--- src/pkg/tsd_pkg.sv ---
`default_nettype none
package tsd_pkg;

  // bus geometry
  localparam int unsigned ADR_W = 10;

  // register indices, byte address is four times the index
  localparam logic [7:0] IDX_SHUT_STATUS = 8'h80;
  localparam logic [7:0] IDX_MODE_CTRL   = 8'h81;
  localparam logic [7:0] IDX_SHUT_ENABLE = 8'h82;
  localparam logic [7:0] IDX_SRC_SELECT  = 8'h83;
  localparam logic [7:0] IDX_COUNT_LOW   = 8'h84;
  localparam logic [7:0] IDX_COUNT_HIGH  = 8'h85;
  localparam logic [7:0] IDX_CAPT_LOW    = 8'h86;
  localparam logic [7:0] IDX_CAPT_HIGH   = 8'h87;
  localparam logic [7:0] IDX_CMPA_LOW    = 8'h88;
  localparam logic [7:0] IDX_CMPA_HIGH   = 8'h89;
  localparam logic [7:0] IDX_CMPB_LOW    = 8'h8a;
  localparam logic [7:0] IDX_CMPB_HIGH   = 8'h8b;

  // field positions
  localparam int unsigned MODE_LSB      = 0;
  localparam int unsigned RUN_BIT       = 4;
  localparam int unsigned SHUT_EN_A_BIT = 4;
  localparam int unsigned SHUT_EN_B_BIT = 5;
  localparam logic [7:0]  SRC_MASK      = 8'hf3;

  // values after reset
  localparam logic [7:0]  RST_BYTE = 8'h00;
  localparam logic [15:0] RST_WORD = 16'h0000;
  localparam logic [3:0]  RST_MODE = 4'h0;

  // fixed counting tops
  localparam logic [15:0] TOP_8BIT  = 16'h00ff;
  localparam logic [15:0] TOP_9BIT  = 16'h01ff;
  localparam logic [15:0] TOP_10BIT = 16'h03ff;
  localparam logic [15:0] TOP_MAX   = 16'hffff;
  localparam logic [15:0] BOTTOM    = 16'h0000;

  // counting mode codes
  localparam logic [3:0] MODE_NORMAL     = 4'h0;
  localparam logic [3:0] MODE_PC8        = 4'h1;
  localparam logic [3:0] MODE_PC9        = 4'h2;
  localparam logic [3:0] MODE_PC10       = 4'h3;
  localparam logic [3:0] MODE_CTC_CMPA   = 4'h4;
  localparam logic [3:0] MODE_FAST8      = 4'h5;
  localparam logic [3:0] MODE_FAST9      = 4'h6;
  localparam logic [3:0] MODE_FAST10     = 4'h7;
  localparam logic [3:0] MODE_PFC_CAPT   = 4'h8;
  localparam logic [3:0] MODE_PFC_CMPA   = 4'h9;
  localparam logic [3:0] MODE_PC_CAPT    = 4'ha;
  localparam logic [3:0] MODE_PC_CMPA    = 4'hb;
  localparam logic [3:0] MODE_CTC_CAPT   = 4'hc;
  localparam logic [3:0] MODE_RESERVED   = 4'hd;
  localparam logic [3:0] MODE_FAST_CAPT  = 4'he;
  localparam logic [3:0] MODE_FAST_CMPA  = 4'hf;

endpackage : tsd_pkg
`default_nettype wire

--- src/rtl/tsd_compare_channel.sv ---
`timescale 1ns/1ps
`default_nettype none
module tsd_compare_channel
  import tsd_pkg::*;
(
  input  wire logic        clk,
  input  wire logic        rst,
  input  wire logic        buffered,
  input  wire logic        load_evt,
  input  wire logic        wr_en,
  input  wire logic [15:0] wr_data,
  input  wire logic [15:0] count,
  input  wire logic        eval_en,
  input  wire logic        period_start,
  input  wire logic        shutdown_enable,
  input  wire logic        trigger,
  input  wire logic        clear_shutdown,
  output logic      [15:0] active_value,
  output logic      [15:0] cpu_value,
  output logic             match,
  output logic             wave_out,
  output logic             shut_flag
);

  typedef struct packed {
    logic [15:0] active;
    logic [15:0] buffer;
    logic        match;
    logic        wave;
    logic        wave_out;
    logic        shut;
  } tsd_chan_state_t;

  tsd_chan_state_t state_reg;
  tsd_chan_state_t state_next;
  logic            hit;

  // next state of one compare channel
  always_comb begin
    state_next = state_reg;
    hit = eval_en && (count == state_reg.active);
    if (wr_en) begin
      state_next.buffer = wr_data;
      if (!buffered) begin
        state_next.active = wr_data;
      end
    end
    if (buffered && load_evt) begin
      state_next.active = state_reg.buffer;
    end
    state_next.match = hit;
    if (hit) begin
      state_next.wave = 1'b0;
    end else if (period_start) begin
      state_next.wave = 1'b1;
    end
    // set wins over software clear
    if (trigger && shutdown_enable) begin
      state_next.shut = 1'b1;
    end else if (clear_shutdown) begin
      state_next.shut = 1'b0;
    end
    state_next.wave_out = state_next.wave && !state_next.shut;
  end

  // state register
  always_ff @(posedge clk) begin
    if (rst) begin
      state_reg <= '0;
    end else begin
      state_reg <= state_next;
    end
  end

  assign active_value = state_reg.active;
  assign cpu_value    = buffered ? state_reg.buffer : state_reg.active;
  assign match        = state_reg.match;
  assign wave_out     = state_reg.wave_out;
  assign shut_flag    = state_reg.shut;

endmodule : tsd_compare_channel
`default_nettype wire

--- src/rtl/tsd_timer.sv ---
// Our own choice: the Wishbone interface to the registers.
`timescale 1ns/1ps
`default_nettype none
// How it works
// - enable clear: triggers never stop the output
// - select bit 0: comparator 0 edge stops output
// - select bit 1: comparator 1 edge stops output
// - select bit 4: external irq 1 edge stops
// - select bit 5: pin change 1 edge stops
// - select bit 6: timer two overflow stops
// - select bit 7: timer zero overflow stops
// - any selected source edge triggers shutdown
// - counter write blocks next timer-clock match
// - written count skipping compare loses match
// - no clock source: counter holds, stays accessible
// - processor write beats clear or count
// - capture trigger copies counter into capture unless capture is top
// - some modes use capture as top
// - compare equals counter gives a match
// - compare double buffered in pwm modes
// - normal and ctc modes write directly
// - buffer loads only at top or bottom
// - processor reaches buffer when double buffered
// - enable set: selected trigger stops output
module tsd_timer
  import tsd_pkg::*;
(
  input  wire logic             clk,
  input  wire logic             rst,
  input  wire logic             wb_cyc_i,
  input  wire logic             wb_stb_i,
  input  wire logic             wb_we_i,
  input  wire logic [ADR_W-1:0] wb_adr_i,
  input  wire logic [3:0]       wb_sel_i,
  input  wire logic [31:0]      wb_dat_i,
  output logic      [31:0]      wb_dat_o,
  output logic                  wb_ack_o,
  input  wire logic             timer_tick,
  input  wire logic             capture_trigger,
  input  wire logic             comparator0_event_flag,
  input  wire logic             comparator1_event_flag,
  input  wire logic             ext_irq1_flag,
  input  wire logic             pin_change1_flag,
  input  wire logic             timer2_overflow_flag,
  input  wire logic             timer0_overflow_flag,
  output logic                  match_a,
  output logic                  match_b,
  output logic                  wave_out_a,
  output logic                  wave_out_b
);

  typedef struct packed {
    logic [15:0] count;
    logic        down;
    logic [7:0]  temp;
    logic [15:0] capture;
    logic [3:0]  mode;
    logic        run;
    logic [1:0]  shutdown_enable;
    logic [7:0]  shutdown_source_select;
    logic [7:0]  flag_prev;
    logic        block;
    logic        ack;
    logic [7:0]  rdata;
  } tsd_state_t;

  tsd_state_t state_reg;
  tsd_state_t state_next;

  logic [7:0]  idx;
  logic        req;
  logic        wr;
  logic        rd;
  logic [7:0]  wbyte;
  logic [7:0]  flags;
  logic        trigger;
  logic        step;
  logic        phase_correct;
  logic        capt_is_top;
  logic        buffered;
  logic        load_at_top;
  logic [15:0] top;
  logic        at_top;
  logic        at_bottom;
  logic        load_evt;
  logic        eval_en;
  logic [15:0] paired;
  logic        wr_cmp_a;
  logic        wr_cmp_b;
  logic [1:0]  clear_shut;
  logic [15:0] cmp_a_active;
  logic [15:0] cmp_a_cpu;
  logic [15:0] cmp_b_cpu;
  logic [1:0]  shut_flags;
  logic [1:0]  match_w;
  logic [1:0]  wave_w;

  // bus request decode, one access per ack
  assign req   = wb_cyc_i && wb_stb_i && !state_reg.ack;
  assign wr    = req && wb_we_i && wb_sel_i[0];
  assign rd    = req && !wb_we_i;
  assign idx   = wb_adr_i[ADR_W-1:2];
  assign wbyte = wb_dat_i[7:0];

  // low byte write pairs with the held high byte
  assign paired = {state_reg.temp, wbyte};

  // event flags in select-bit order, bits 3:2 unused
  assign flags = {timer0_overflow_flag,
                  timer2_overflow_flag,
                  pin_change1_flag,
                  ext_irq1_flag,
                  2'b00,
                  comparator1_event_flag,
                  comparator0_event_flag};

  // rising edge on any selected flag
  assign trigger = |(flags & ~state_reg.flag_prev
                     & state_reg.shutdown_source_select);

  // timer clock only counts with a clock source
  assign step = timer_tick && state_reg.run;

  // mode properties
  always_comb begin
    phase_correct = 1'b0;
    capt_is_top   = 1'b0;
    buffered      = 1'b1;
    load_at_top   = 1'b0;
    top           = TOP_MAX;
    unique case (state_reg.mode)
      MODE_NORMAL: begin
        buffered = 1'b0;
      end
      MODE_PC8: begin
        phase_correct = 1'b1;
        load_at_top   = 1'b1;
        top           = TOP_8BIT;
      end
      MODE_PC9: begin
        phase_correct = 1'b1;
        load_at_top   = 1'b1;
        top           = TOP_9BIT;
      end
      MODE_PC10: begin
        phase_correct = 1'b1;
        load_at_top   = 1'b1;
        top           = TOP_10BIT;
      end
      MODE_CTC_CMPA: begin
        buffered = 1'b0;
        top      = cmp_a_active;
      end
      MODE_FAST8: begin
        top = TOP_8BIT;
      end
      MODE_FAST9: begin
        top = TOP_9BIT;
      end
      MODE_FAST10: begin
        top = TOP_10BIT;
      end
      MODE_PFC_CAPT: begin
        phase_correct = 1'b1;
        capt_is_top   = 1'b1;
        top           = state_reg.capture;
      end
      MODE_PFC_CMPA: begin
        phase_correct = 1'b1;
        top           = cmp_a_active;
      end
      MODE_PC_CAPT: begin
        phase_correct = 1'b1;
        capt_is_top   = 1'b1;
        load_at_top   = 1'b1;
        top           = state_reg.capture;
      end
      MODE_PC_CMPA: begin
        phase_correct = 1'b1;
        load_at_top   = 1'b1;
        top           = cmp_a_active;
      end
      MODE_CTC_CAPT: begin
        buffered    = 1'b0;
        capt_is_top = 1'b1;
        top         = state_reg.capture;
      end
      MODE_RESERVED: begin
        buffered = 1'b0;
      end
      MODE_FAST_CAPT: begin
        capt_is_top = 1'b1;
        load_at_top = 1'b1;
        top         = state_reg.capture;
      end
      MODE_FAST_CMPA: begin
        load_at_top = 1'b1;
        top         = cmp_a_active;
      end
    endcase
  end

  // update points of the counting sequence
  assign at_top    = step && (state_reg.count == top);
  assign at_bottom = step && (state_reg.count == BOTTOM);
  assign load_evt  = load_at_top ? at_top : at_bottom;

  // matches are blocked on the tick after a count write
  assign eval_en = step && !state_reg.block;

  // compare register writes and shutdown clears
  assign wr_cmp_a   = wr && (idx == IDX_CMPA_LOW);
  assign wr_cmp_b   = wr && (idx == IDX_CMPB_LOW);
  assign clear_shut = (wr && (idx == IDX_SHUT_STATUS)) ? wbyte[1:0] : 2'b00;

  // main next-state logic
  always_comb begin
    state_next           = state_reg;
    state_next.flag_prev = flags;
    state_next.ack       = req;
    // counting, overridden below by a processor write
    if (step) begin
      state_next.block = 1'b0;
      if (phase_correct) begin
        if (!state_reg.down) begin
          if (state_reg.count >= top) begin
            state_next.down  = 1'b1;
            state_next.count = state_reg.count - 16'h0001;
          end else begin
            state_next.count = state_reg.count + 16'h0001;
          end
        end else begin
          if (state_reg.count == BOTTOM) begin
            state_next.down  = 1'b0;
            state_next.count = state_reg.count + 16'h0001;
          end else begin
            state_next.count = state_reg.count - 16'h0001;
          end
        end
      end else begin
        state_next.down = 1'b0;
        if (state_reg.count == top) begin
          state_next.count = BOTTOM;
        end else begin
          state_next.count = state_reg.count + 16'h0001;
        end
      end
    end
    // capture unless the capture register serves as top
    if (capture_trigger && !capt_is_top) begin
      state_next.capture = state_reg.count;
    end
    // processor writes
    if (wr) begin
      unique case (idx)
        IDX_MODE_CTRL: begin
          state_next.mode = wbyte[MODE_LSB +: 4];
          state_next.run  = wbyte[RUN_BIT];
        end
        IDX_SHUT_ENABLE: begin
          state_next.shutdown_enable = {wbyte[SHUT_EN_B_BIT], wbyte[SHUT_EN_A_BIT]};
        end
        IDX_SRC_SELECT: begin
          state_next.shutdown_source_select = wbyte & SRC_MASK;
        end
        IDX_COUNT_LOW: begin
          state_next.count = paired;
          state_next.block = 1'b1;
        end
        IDX_CAPT_LOW: begin
          state_next.capture = paired;
        end
        IDX_COUNT_HIGH, IDX_CAPT_HIGH, IDX_CMPA_HIGH, IDX_CMPB_HIGH: begin
          state_next.temp = wbyte;
        end
        default: begin
        end
      endcase
    end
    // processor reads, low byte latches the high byte
    state_next.rdata = RST_BYTE;
    if (rd) begin
      unique case (idx)
        IDX_SHUT_STATUS: begin
          state_next.rdata = {6'b000000, shut_flags};
        end
        IDX_MODE_CTRL: begin
          state_next.rdata = {3'b000, state_reg.run, state_reg.mode};
        end
        IDX_SHUT_ENABLE: begin
          state_next.rdata = {2'b00, state_reg.shutdown_enable, 4'h0};
        end
        IDX_SRC_SELECT: begin
          state_next.rdata = state_reg.shutdown_source_select;
        end
        IDX_COUNT_LOW: begin
          state_next.rdata = state_reg.count[7:0];
          state_next.temp  = state_reg.count[15:8];
        end
        IDX_CAPT_LOW: begin
          state_next.rdata = state_reg.capture[7:0];
          state_next.temp  = state_reg.capture[15:8];
        end
        IDX_CMPA_LOW: begin
          state_next.rdata = cmp_a_cpu[7:0];
          state_next.temp  = cmp_a_cpu[15:8];
        end
        IDX_CMPB_LOW: begin
          state_next.rdata = cmp_b_cpu[7:0];
          state_next.temp  = cmp_b_cpu[15:8];
        end
        IDX_COUNT_HIGH, IDX_CAPT_HIGH, IDX_CMPA_HIGH, IDX_CMPB_HIGH: begin
          state_next.rdata = state_reg.temp;
        end
        default: begin
        end
      endcase
    end
  end

  // state register
  always_ff @(posedge clk) begin
    if (rst) begin
      state_reg <= '0;
    end else begin
      state_reg <= state_next;
    end
  end

  // one channel per compare register
  genvar ch;
  generate
    for (ch = 0; ch < 2; ch = ch + 1) begin : g_chan
      logic [15:0] act_w;
      logic [15:0] cpu_w;
      tsd_compare_channel u_chan (
        .clk             (clk),
        .rst             (rst),
        .buffered        (buffered),
        .load_evt        (load_evt),
        .wr_en           ((ch == 0) ? wr_cmp_a : wr_cmp_b),
        .wr_data         (paired),
        .count           (state_reg.count),
        .eval_en         (eval_en),
        .period_start    (at_bottom),
        .shutdown_enable (state_reg.shutdown_enable[ch]),
        .trigger         (trigger),
        .clear_shutdown  (clear_shut[ch]),
        .active_value    (act_w),
        .cpu_value       (cpu_w),
        .match           (match_w[ch]),
        .wave_out        (wave_w[ch]),
        .shut_flag       (shut_flags[ch])
      );
      if (ch == 0) begin : g_a
        assign cmp_a_active = act_w;
        assign cmp_a_cpu    = cpu_w;
      end else begin : g_b
        assign cmp_b_cpu = cpu_w;
      end
    end
  endgenerate

  // outputs, all from flip-flops
  assign wb_dat_o   = {24'h000000, state_reg.rdata};
  assign wb_ack_o   = state_reg.ack;
  assign match_a    = match_w[0];
  assign match_b    = match_w[1];
  assign wave_out_a = wave_w[0];
  assign wave_out_b = wave_w[1];

endmodule : tsd_timer
`default_nettype wire
--- config.mk ---
export PLATFORM = sky130hd
export DESIGN_NAME = tsd_timer
export DESIGN_NICKNAME = d
export VERILOG_FILES = /design/src/pkg/tsd_pkg.sv /design/src/rtl/tsd_compare_channel.sv /design/src/rtl/tsd_timer.sv
export SDC_FILE = /design/constraint.sdc
export NUM_CORES = 1
export LEC_CHECK = 0
export BUFFER_PORTS_ARGS = -buffer_cell sky130_fd_sc_hd__buf_4
export CORE_UTILIZATION = 55
export CTS_BUF_LIST = sky130_fd_sc_hd__clkbuf_2 sky130_fd_sc_hd__clkbuf_4 sky130_fd_sc_hd__clkbuf_8
export DETAILED_ROUTE_END_ITERATION = 16
export PLACE_DENSITY_LB_ADDON = 0.05
export SLEW_MARGIN = 20
export SYNTH_ARGS = -nofsm -noshare
export SYNTH_HDL_FRONTEND = slang
export SYNTH_SLANG_ARGS = --single-unit
--- constraint.sdc ---
create_clock -name clk -period 3.13 [get_ports clk]
set_clock_uncertainty 0.1 [all_clocks]
set_input_delay 0.626 -clock clk [delete_from_list [all_inputs] [get_ports clk]]
set_output_delay 0.626 -clock clk [all_outputs]
set_load 0.01 [all_outputs]
==> out/metrics.cfg, run 1 <==
[status]
status=complete, but fails checks
violations=negative setup slack

[global_route]
grt_pass1_vias=8239
grt_use_total=0.367
overflow=0
antenna_found_initial=0
grt_pass1_wl_um=45800
grt_start_max_net_pins=48

[timing]
rsz0062_at_grt=true
slew_viol_final=0
setup_viol=27
fin_ws_ns=-0.204
hold_violations=0
max_clock_freq_mhz=300
maxSlewHeadroom=0.542
worst_pin_slew_ns=0.682
period_needed_ns=3.33
fin_crit_sh=1.07

[pwr]
power_density_nw_per_um2=372
vdd_ir_drop_max_mv=0.367
p_leak_nw=3.66

[synthesis]
synth_edf_count=0
synth_cells=1158
avgSynthCellArea_um2=7.59
synthTopCellsByArea=dfxtp_1 (32%), nand2_1 (9.6%), a21oi_1 (7.4%)
synth_top_area_frac=0.324
yosysSeqAreaShare=0.324
synth.distinct_cells=81
synthArstFlopShare=0
yosys_register_bits=142
ys_dominant_reg_cell=dfxtp_1
synth_area_um2=8780
yosys.area.top_type=dfxtp_1
ys_warn_count=0

[floorplan]
die_w_um=128
die-area_um2=16500
io_pins=96
fp.coreArea_um2=15400
die_h_um=128
row_count=45
start_util=0.572

[final_layout]
drive_gt1_frac=0.200
n_antenna_cell=0
num-nets-final=1286
nFillCells=1351
fin_cells=1433
largest_reg_flops=53
area_growth_pct=16.7

[placement]
pre_cts_ws_ns=-0.374
place_hpwl_um=21300
dp.cells=1391
portBuffers=42
routabilityCongestion=0.943

[worst_hold_path]
hold_class=input port to flop
worstHoldPathCells=2

[run]
maxCapViolations=0

[setup_path]
cp_max_fo=8
crit_path_top_delay_cell=o31ai_4
r2r_cells=15
arrival_ns=3.65
critPathCaptureType=flop
worst-path-buf-inv=3
rrSetupSlack_ns=-0.20
critPathMaxStageDelay_ns=0.52
critPathRequiredTime_ns=3.45
cp_top_family=compound AO/OA/AOI/OAI gates
path_depth=15
critPathKind=flop to flop
startpoint_type=flop
crit_chain=nand2b_4 -> or2_4 -> o21a_4 -> o22ai_2 -> ha_1 -> a21oi_1 -> o21ai_1 -> a41o_1 -> o31ai_4 -> buf_12 -> o21ai_4 -> buf_4 -> buf_6 -> o221ai_2 -> a21o_1

[route]
drtIter0Drc=1121
viasPerCell=6.30
route.detailed.drc=0
wl_per_cell_um=20.5
antenna_left=0
first_pass_iters=6
wirelength_um=29400
vias=9029

[clock_network]
clkLatencyLatePin_ns=0.47
cts_tree=done
cts-buffers-inserted=17
clock_sinks=142
cts_max_path_buffers=2
ctsRootBufferMaster=clkbuf_8
clk_pin_slew_worst_paths_ns=0.09
htreeDepth=4

cells in the mapped netlist (all sizes together) (5+ instances only):
cell       n
a22oi     36
a2111oi    8
nand2    225
mux2i     30
o31ai      5
clkbuf    69
o22ai     14
nand3     41
and4       5
or2        6
nand2b     5
ha        18
a21o       7
or3        7
and2       7
and3       6
a311oi    30
o21ai     27
buf       65
nand4     14
xor2      18
nor2b      8
inv       13
dfxtp    142
nor3      28
or4        8
nor4       7
nor2      81
xnor2     17
a21oi    130
a211oi    15
a31oi     16
final timing paths:
check,startpoint,endpoint
worst max-delay path,state_reg[30],state_reg[65]
worst min-delay path,comparator1_event_flag,state_reg[11]
worst max register to register,state_reg[30],state_reg[65]
worst min register to register,state_reg[9],state_reg[9]
cell families after synthesis:
group           synth area share
compound gates             0.238
xor+xnor                  0.0349
fa+ha+maj                 0.0256
buf+inv                   0.0917
flops                      0.324
mux                       0.0367
other cells             0.000427
simple gates               0.249
cell usage in the layout, fill, tap and decap left out, types with 7 or more instances in the layout:
| master | n |
|---|---|
| conb_1 | 24 |
| mux2i_1 | 30 |
| clkbuf_8 | 17 |
| nand3_1 | 38 |
| buf_4 | 129 |
| or4_1 | 7 |
| o21ai_0 | 16 |
| ha_1 | 18 |
| nor3_1 | 21 |
| o22ai_1 | 12 |
| nand4_1 | 13 |
| a211oi_1 | 8 |
| o21ai_1 | 9 |
| a22oi_1 | 36 |
| nor2_1 | 74 |
| nand2_1 | 222 |
| a21oi_2 | 8 |
| a2111oi_0 | 8 |
| dfxtp_1 | 139 |
| xor2_1 | 18 |
| xnor2_1 | 17 |
| a311oi_1 | 30 |
| a21oi_1 | 121 |
| nor2b_1 | 8 |
| buf_6 | 8 |
| inv_1 | 13 |
| a31oi_1 | 14 |
worst reg2reg max path, cell delays in order, from the launching register on:
cell      delay [ns]
dfxtp_4         0.37
nand2b_4        0.14
or2_4           0.25
o21a_4          0.22
o22ai_2         0.15
ha_1            0.28
a21oi_1         0.13
o21ai_1         0.10
a41o_1          0.22
o31ai_4         0.52
buf_12          0.19
o21ai_4         0.06
buf_4           0.15
buf_6           0.12
o221ai_2        0.16
a21o_1          0.13
where the power goes:
| group | leakage, nW | internal, mW | switching (mW) |
|---|---|---|---|
| clock network | 0.203 | 0.732 | 0.797 |
| logic | 2.31 | 0.150 | 0.288 |
| registers | 1.15 | 1.82 | 0.0224 |
cell type report:
type | instances | area (um2) | area share
Clock buffer | 18 | 241 | 0.0236
Clock inverter | 14 | 156 | 0.0153
Inverter | 13 | 48.8 | 0.00476
Multi-Input combinational cell | 891 | 5500 | 0.537
Sequential cell | 142 | 2850 | 0.278
Tap cell | 211 | 264 | 0.0258
Timing Repair Buffer | 144 | 1190 | 0.116
per-layer routing:
| layer | GRT usage | up-vias | wire, um |
|---|---|---|---|
| li1 | - | 4202 | - |
| met1 | 0.487 | 4210 | 12100 |
| met2 | 0.558 | 521 | 13100 |
| met3 | 0.0848 | 96 | 2850 |
| met4 | 0.185 | 0 | 1370 |
| met5 | 0 | - | 0 |
through the flow:
stage               setup TNS, ns  utilization  area (um2)  power [mW]  hold slack (ns)
global placement           -10.18        0.619        9520        2.30            0.345
CTS                         -1.80        0.656       10100        3.80            0.267
global route                -7.32        0.667       10200        3.93            0.277
detailed placement         -10.45        0.619        9520        2.30            0.352
finish                      -1.80        0.667       10200        3.81            0.280
floorplan                 -0.0949            -        8990        2.19            0.337
timing repair:
| action | in CTS | in global routing |
|---|---|---|
| pin swaps | 14 | 24 |
| endpoints found under the hold margin | 0 | 0 |
| endpoints found under the setup margin | 44 | 49 |
| setup buffers | 6 | 4 |
| resized for setup | 24 | 36 |
| hold buffers | 0 | 0 |
Power figures use the tool's default switching activity.
==> run 2, diff against run 1 <==
--- a/config.mk
+++ b/config.mk
@@ -5,6 +5,7 @@
 export SDC_FILE = /design/constraint.sdc
 export NUM_CORES = 1
 export LEC_CHECK = 0
+export ABC_AREA = 1
 export BUFFER_PORTS_ARGS = -buffer_cell sky130_fd_sc_hd__buf_4
 export CORE_UTILIZATION = 55
 export CTS_BUF_LIST = sky130_fd_sc_hd__clkbuf_2 sky130_fd_sc_hd__clkbuf_4 sky130_fd_sc_hd__clkbuf_8
==> out/metrics.cfg, run 2 <==
[pwr]
p_int_mw=2.53  ; was 2.71 mW
p_clk_frac=0.435  ; was 0.401
p_leak_nw=4.12  ; was 3.66 nW
comb_power_share=0.044  ; was 0.115
seqPwrFrac=0.520  ; was 0.484
p_sw_mw=0.951  ; was 1.11 mW
p_sw_frac=0.273  ; was 0.290
vdd_ir_drop_max_mv=0.324  ; was 0.367 mV
power_density_nw_per_um2=355  ; was 372 nW/um2

[setup_path]
cp_top_family=compound AO/OA/AOI/OAI gates  ; unchanged
worst-path-buf-inv=5  ; was 3
path_depth=18  ; was 15
crit_path_top_delay_cell=dfxtp_2  ; was o31ai_4
crit_chain=inv_1 -> o211ai_1 -> nand2_2 -> a21oi_2 -> buf_6 -> a31oi_1 -> nand2_1 -> inv_1 -> ha_1 -> nand4_1 -> nor2_2 -> nand2_2 -> a211oi_4 -> buf_6 -> nand2_4 -> clkbuf_16 -> nand3_1 -> a31oi_1  ; was nand2b_4 -> or2_4 -> o21a_4 -> o22ai_2 -> ha_1 -> a21oi_1 -> o21ai_1 -> a41o_1 -> o31ai_4 -> buf_12 -> o21ai_4 -> buf_4 -> buf_6 -> o221ai_2 -> a21o_1
critPathCaptureType=flop  ; unchanged
arrival_ns=3.28  ; was 3.65 ns
cp_max_fo=16  ; was 8
r2r_cells=18  ; was 15
critPathKind=flop to flop  ; unchanged
critPathMaxStageDelay_ns=0.34  ; was 0.52 ns
critPathRequiredTime_ns=3.38  ; was 3.45 ns
startpoint_type=flop  ; unchanged

[global_route]
grt_start_max_net_pins=72  ; was 48
antenna_found_initial=0  ; unchanged
grt_pass1_wl_um=46300  ; was 45800 um
grt_use_total=0.375  ; was 0.367
overflow=0  ; unchanged
grt_pass1_vias=7956  ; was 8239

[timing]
fin_hold_ws_ns=0.267  ; was 0.280 ns
hold_violations=0  ; unchanged
worst_pin_slew_ns=0.696  ; was 0.682 ns
period_needed_ns=3.04  ; was 3.33 ns
setup_viol=0  ; was 27
max_clock_freq_mhz=329  ; was 300 MHz
slew_viol_final=0  ; unchanged
maxSlewHeadroom=0.535  ; was 0.542
fin_crit_sh=0.970  ; was 1.07

[synthesis]
synth_area_um2=8830  ; was 8780 um2
ys_dominant_reg_cell=dfxtp_1  ; unchanged
synthTopCellsByArea=dfxtp_1 (32%), nand2_1 (11%), a21oi_1 (7.2%)  ; was dfxtp_1 (32%), nand2_1 (9.6%), a21oi_1 (7.4%)
synthArstFlopShare=0  ; unchanged
avgSynthCellArea_um2=6.82  ; was 7.59 um2
yosysMostFrequentCell=nand2_1  ; unchanged
synth.distinct_cells=50  ; was 81
synth_edf_count=0  ; unchanged
synth_top_area_frac=0.322  ; was 0.324
yosys.area.top_type=dfxtp_1  ; unchanged
yosysSeqAreaShare=0.322  ; was 0.324
synth_cells=1294  ; was 1158
synth.cells.most_frequent=nand2_1 (250), dfxtp_1 (142), a21oi_1 (127)  ; was nand2_1 (224), dfxtp_1 (142), a21oi_1 (130)
yosys_register_bits=142  ; unchanged
ys_warn_count=0  ; unchanged

[placement]
placed_area_um2=9270  ; was 9520 um2
routabilityCongestion=0.968  ; was 0.943
place_hpwl_um=22100  ; was 21300 um
portBuffers=42  ; unchanged

[worst_hold_path]
hold_class=input port to flop  ; unchanged
worstHoldPathCells=3  ; was 2

[final_layout]
largest_reg_flops=53  ; unchanged
final_cell_area_um2=9820  ; was 10200 um2
drive_gt1_frac=0.141  ; was 0.200
layout_commonest_cell=nand2_1  ; unchanged
num-nets-final=1402  ; was 1286
n_antenna_cell=0  ; unchanged
final_cell_mix=nand2_1 (247), dfxtp_1 (139), a21oi_1 (126), o21ai_0 (126), nand3_1 (114)  ; was nand2_1 (222), dfxtp_1 (139), buf_4 (129)
area_growth_pct=11.2  ; was 16.7%

[clock_network]
htreeDepth=4  ; unchanged
clock_sinks=142  ; unchanged
cts_tree=done  ; unchanged
cts-buffers-inserted=17  ; unchanged
clk_pin_slew_worst_paths_ns=0.10  ; was 0.09 ns
postCtsHoldBufs=0  ; unchanged
clkLatencyLatePin_ns=0.47  ; about the same
ctsRootBufferMaster=clkbuf_8  ; unchanged
cts_max_path_buffers=2  ; unchanged

[floorplan]
die_h_um=129  ; was 128 um
die-area_um2=16600  ; was 16500 um2
fp.coreArea_um2=15400  ; about the same
row_count=45  ; unchanged
start_util=0.572  ; about the same
io_pins=96  ; unchanged
die_w_um=129  ; was 128 um

[route]
drtIter0Drc=1349  ; was 1121
first_pass_iters=5  ; was 6
viasPerCell=5.93  ; was 6.30
wirelength_um=30600  ; was 29400 um
antenna_left=0  ; unchanged
wl_per_cell_um=19.7  ; was 20.5 um
route.detailed.drc=0  ; unchanged
vias=9190  ; was 9029

[run]
maxCapViolations=0  ; unchanged

[status]
status=finished clean  ; was complete, but fails checks

-- run 2: cell types whose count changed after synthesis, sizes merged, moves of 17 or more --
cell    change
a22oi      -29
a311oi     -30
a31oi      +17
clkbuf     -38
inv        +98
mux2i      -30
nand2      +30
nand3      +79
nor3       -19
o21ai     +104
xor2       +19
-- run 2: path summary, 6_finish.rpt --
kind                         from                                to  slack, ns
min          timer0_overflow_flag                     state_reg[17]       0.27
min reg2reg          state_reg[9]                      state_reg[9]       0.37
max reg2reg         state_reg[31]  g_chan[1].u_chan.active_value[2]       0.09
max                 state_reg[31]  g_chan[1].u_chan.active_value[2]       0.09
-- run 2: worst register-to-register path: cells and delay by family (launching register included) --
family	cells	cell delay, ns
buf+inv	5	0.63
flops	1	0.34
simple gates	7	0.76
fa+ha+maj	1	0.28
compound gates	5	0.81
-- run 2: power groups by stage --
stage	Sequential (mW)	Combinational (mW)	Clock [mW]
after global placement	1.85	0.149	0
after floorplan	1.85	0.0983	0
after global routing	1.81	0.166	1.61
after CTS	1.81	0.150	1.53
final	1.81	0.155	1.52
after detailed placement	1.85	0.150	0
-- run 2: metrics by stage --
stage | utilization | cells | power [mW] | setup WS (ns) | TNS (ns)
2_1_floorplan | - | 1317 | 1.95 | 0.248 | 0
3_3_place_gp | 0.601 | 1511 | 2.00 | 0.122 | 0
3_5_place_dp | 0.601 | 1511 | 2.00 | 0.112 | 0
4_1_cts | 0.626 | 1543 | 3.49 | 0.0404 | 0
5_1_grt | 0.636 | 1549 | 3.58 | -0.0550 | -1.38
6_report | 0.636 | 1549 | 3.48 | 0.0939 | 0
-- run 2: cells by family (layout without fill, tap and decap cells) --
family	count (synthesis)	count (layout)	share of synthesized area
other	1	24	0.000425
buffers and inverters	223	244	0.122
DFF	142	142	0.322
adders and majority gates	18	18	0.0255
AOI/OAI and AO/OA	352	352	0.225
xor gates and xnor gates	44	44	0.0436
and+or+nand+nor	514	514	0.262
-- run 2: final cells by class --
cell class              count  area, um2
clock inverters            14        146
fillers                  1509       5610
clock buffers              18        248
inverters                 113        425
multi-input cells         952       5070
well taps                 211        264
repair buffers             99        818
flip-flops and latches    142       2850
-- run 2: repair_timing --
| action | in CTS | in global routing |
|---|---|---|
| setup buffers | 0 | 4 |
| setup endpoints to repair | 0 | 47 |
| resized for setup | 0 | 23 |
-- run 2: per-layer routing --
metal / global-route usage / up-vias / share of wire
met5: 0 / - / 0
met4: 0.123 / 0 / 0.029
met3: 0.0998 / 73 / 0.11
met2: 0.554 / 516 / 0.43
met1: 0.528 / 4204 / 0.43
li1: - / 4397 / -
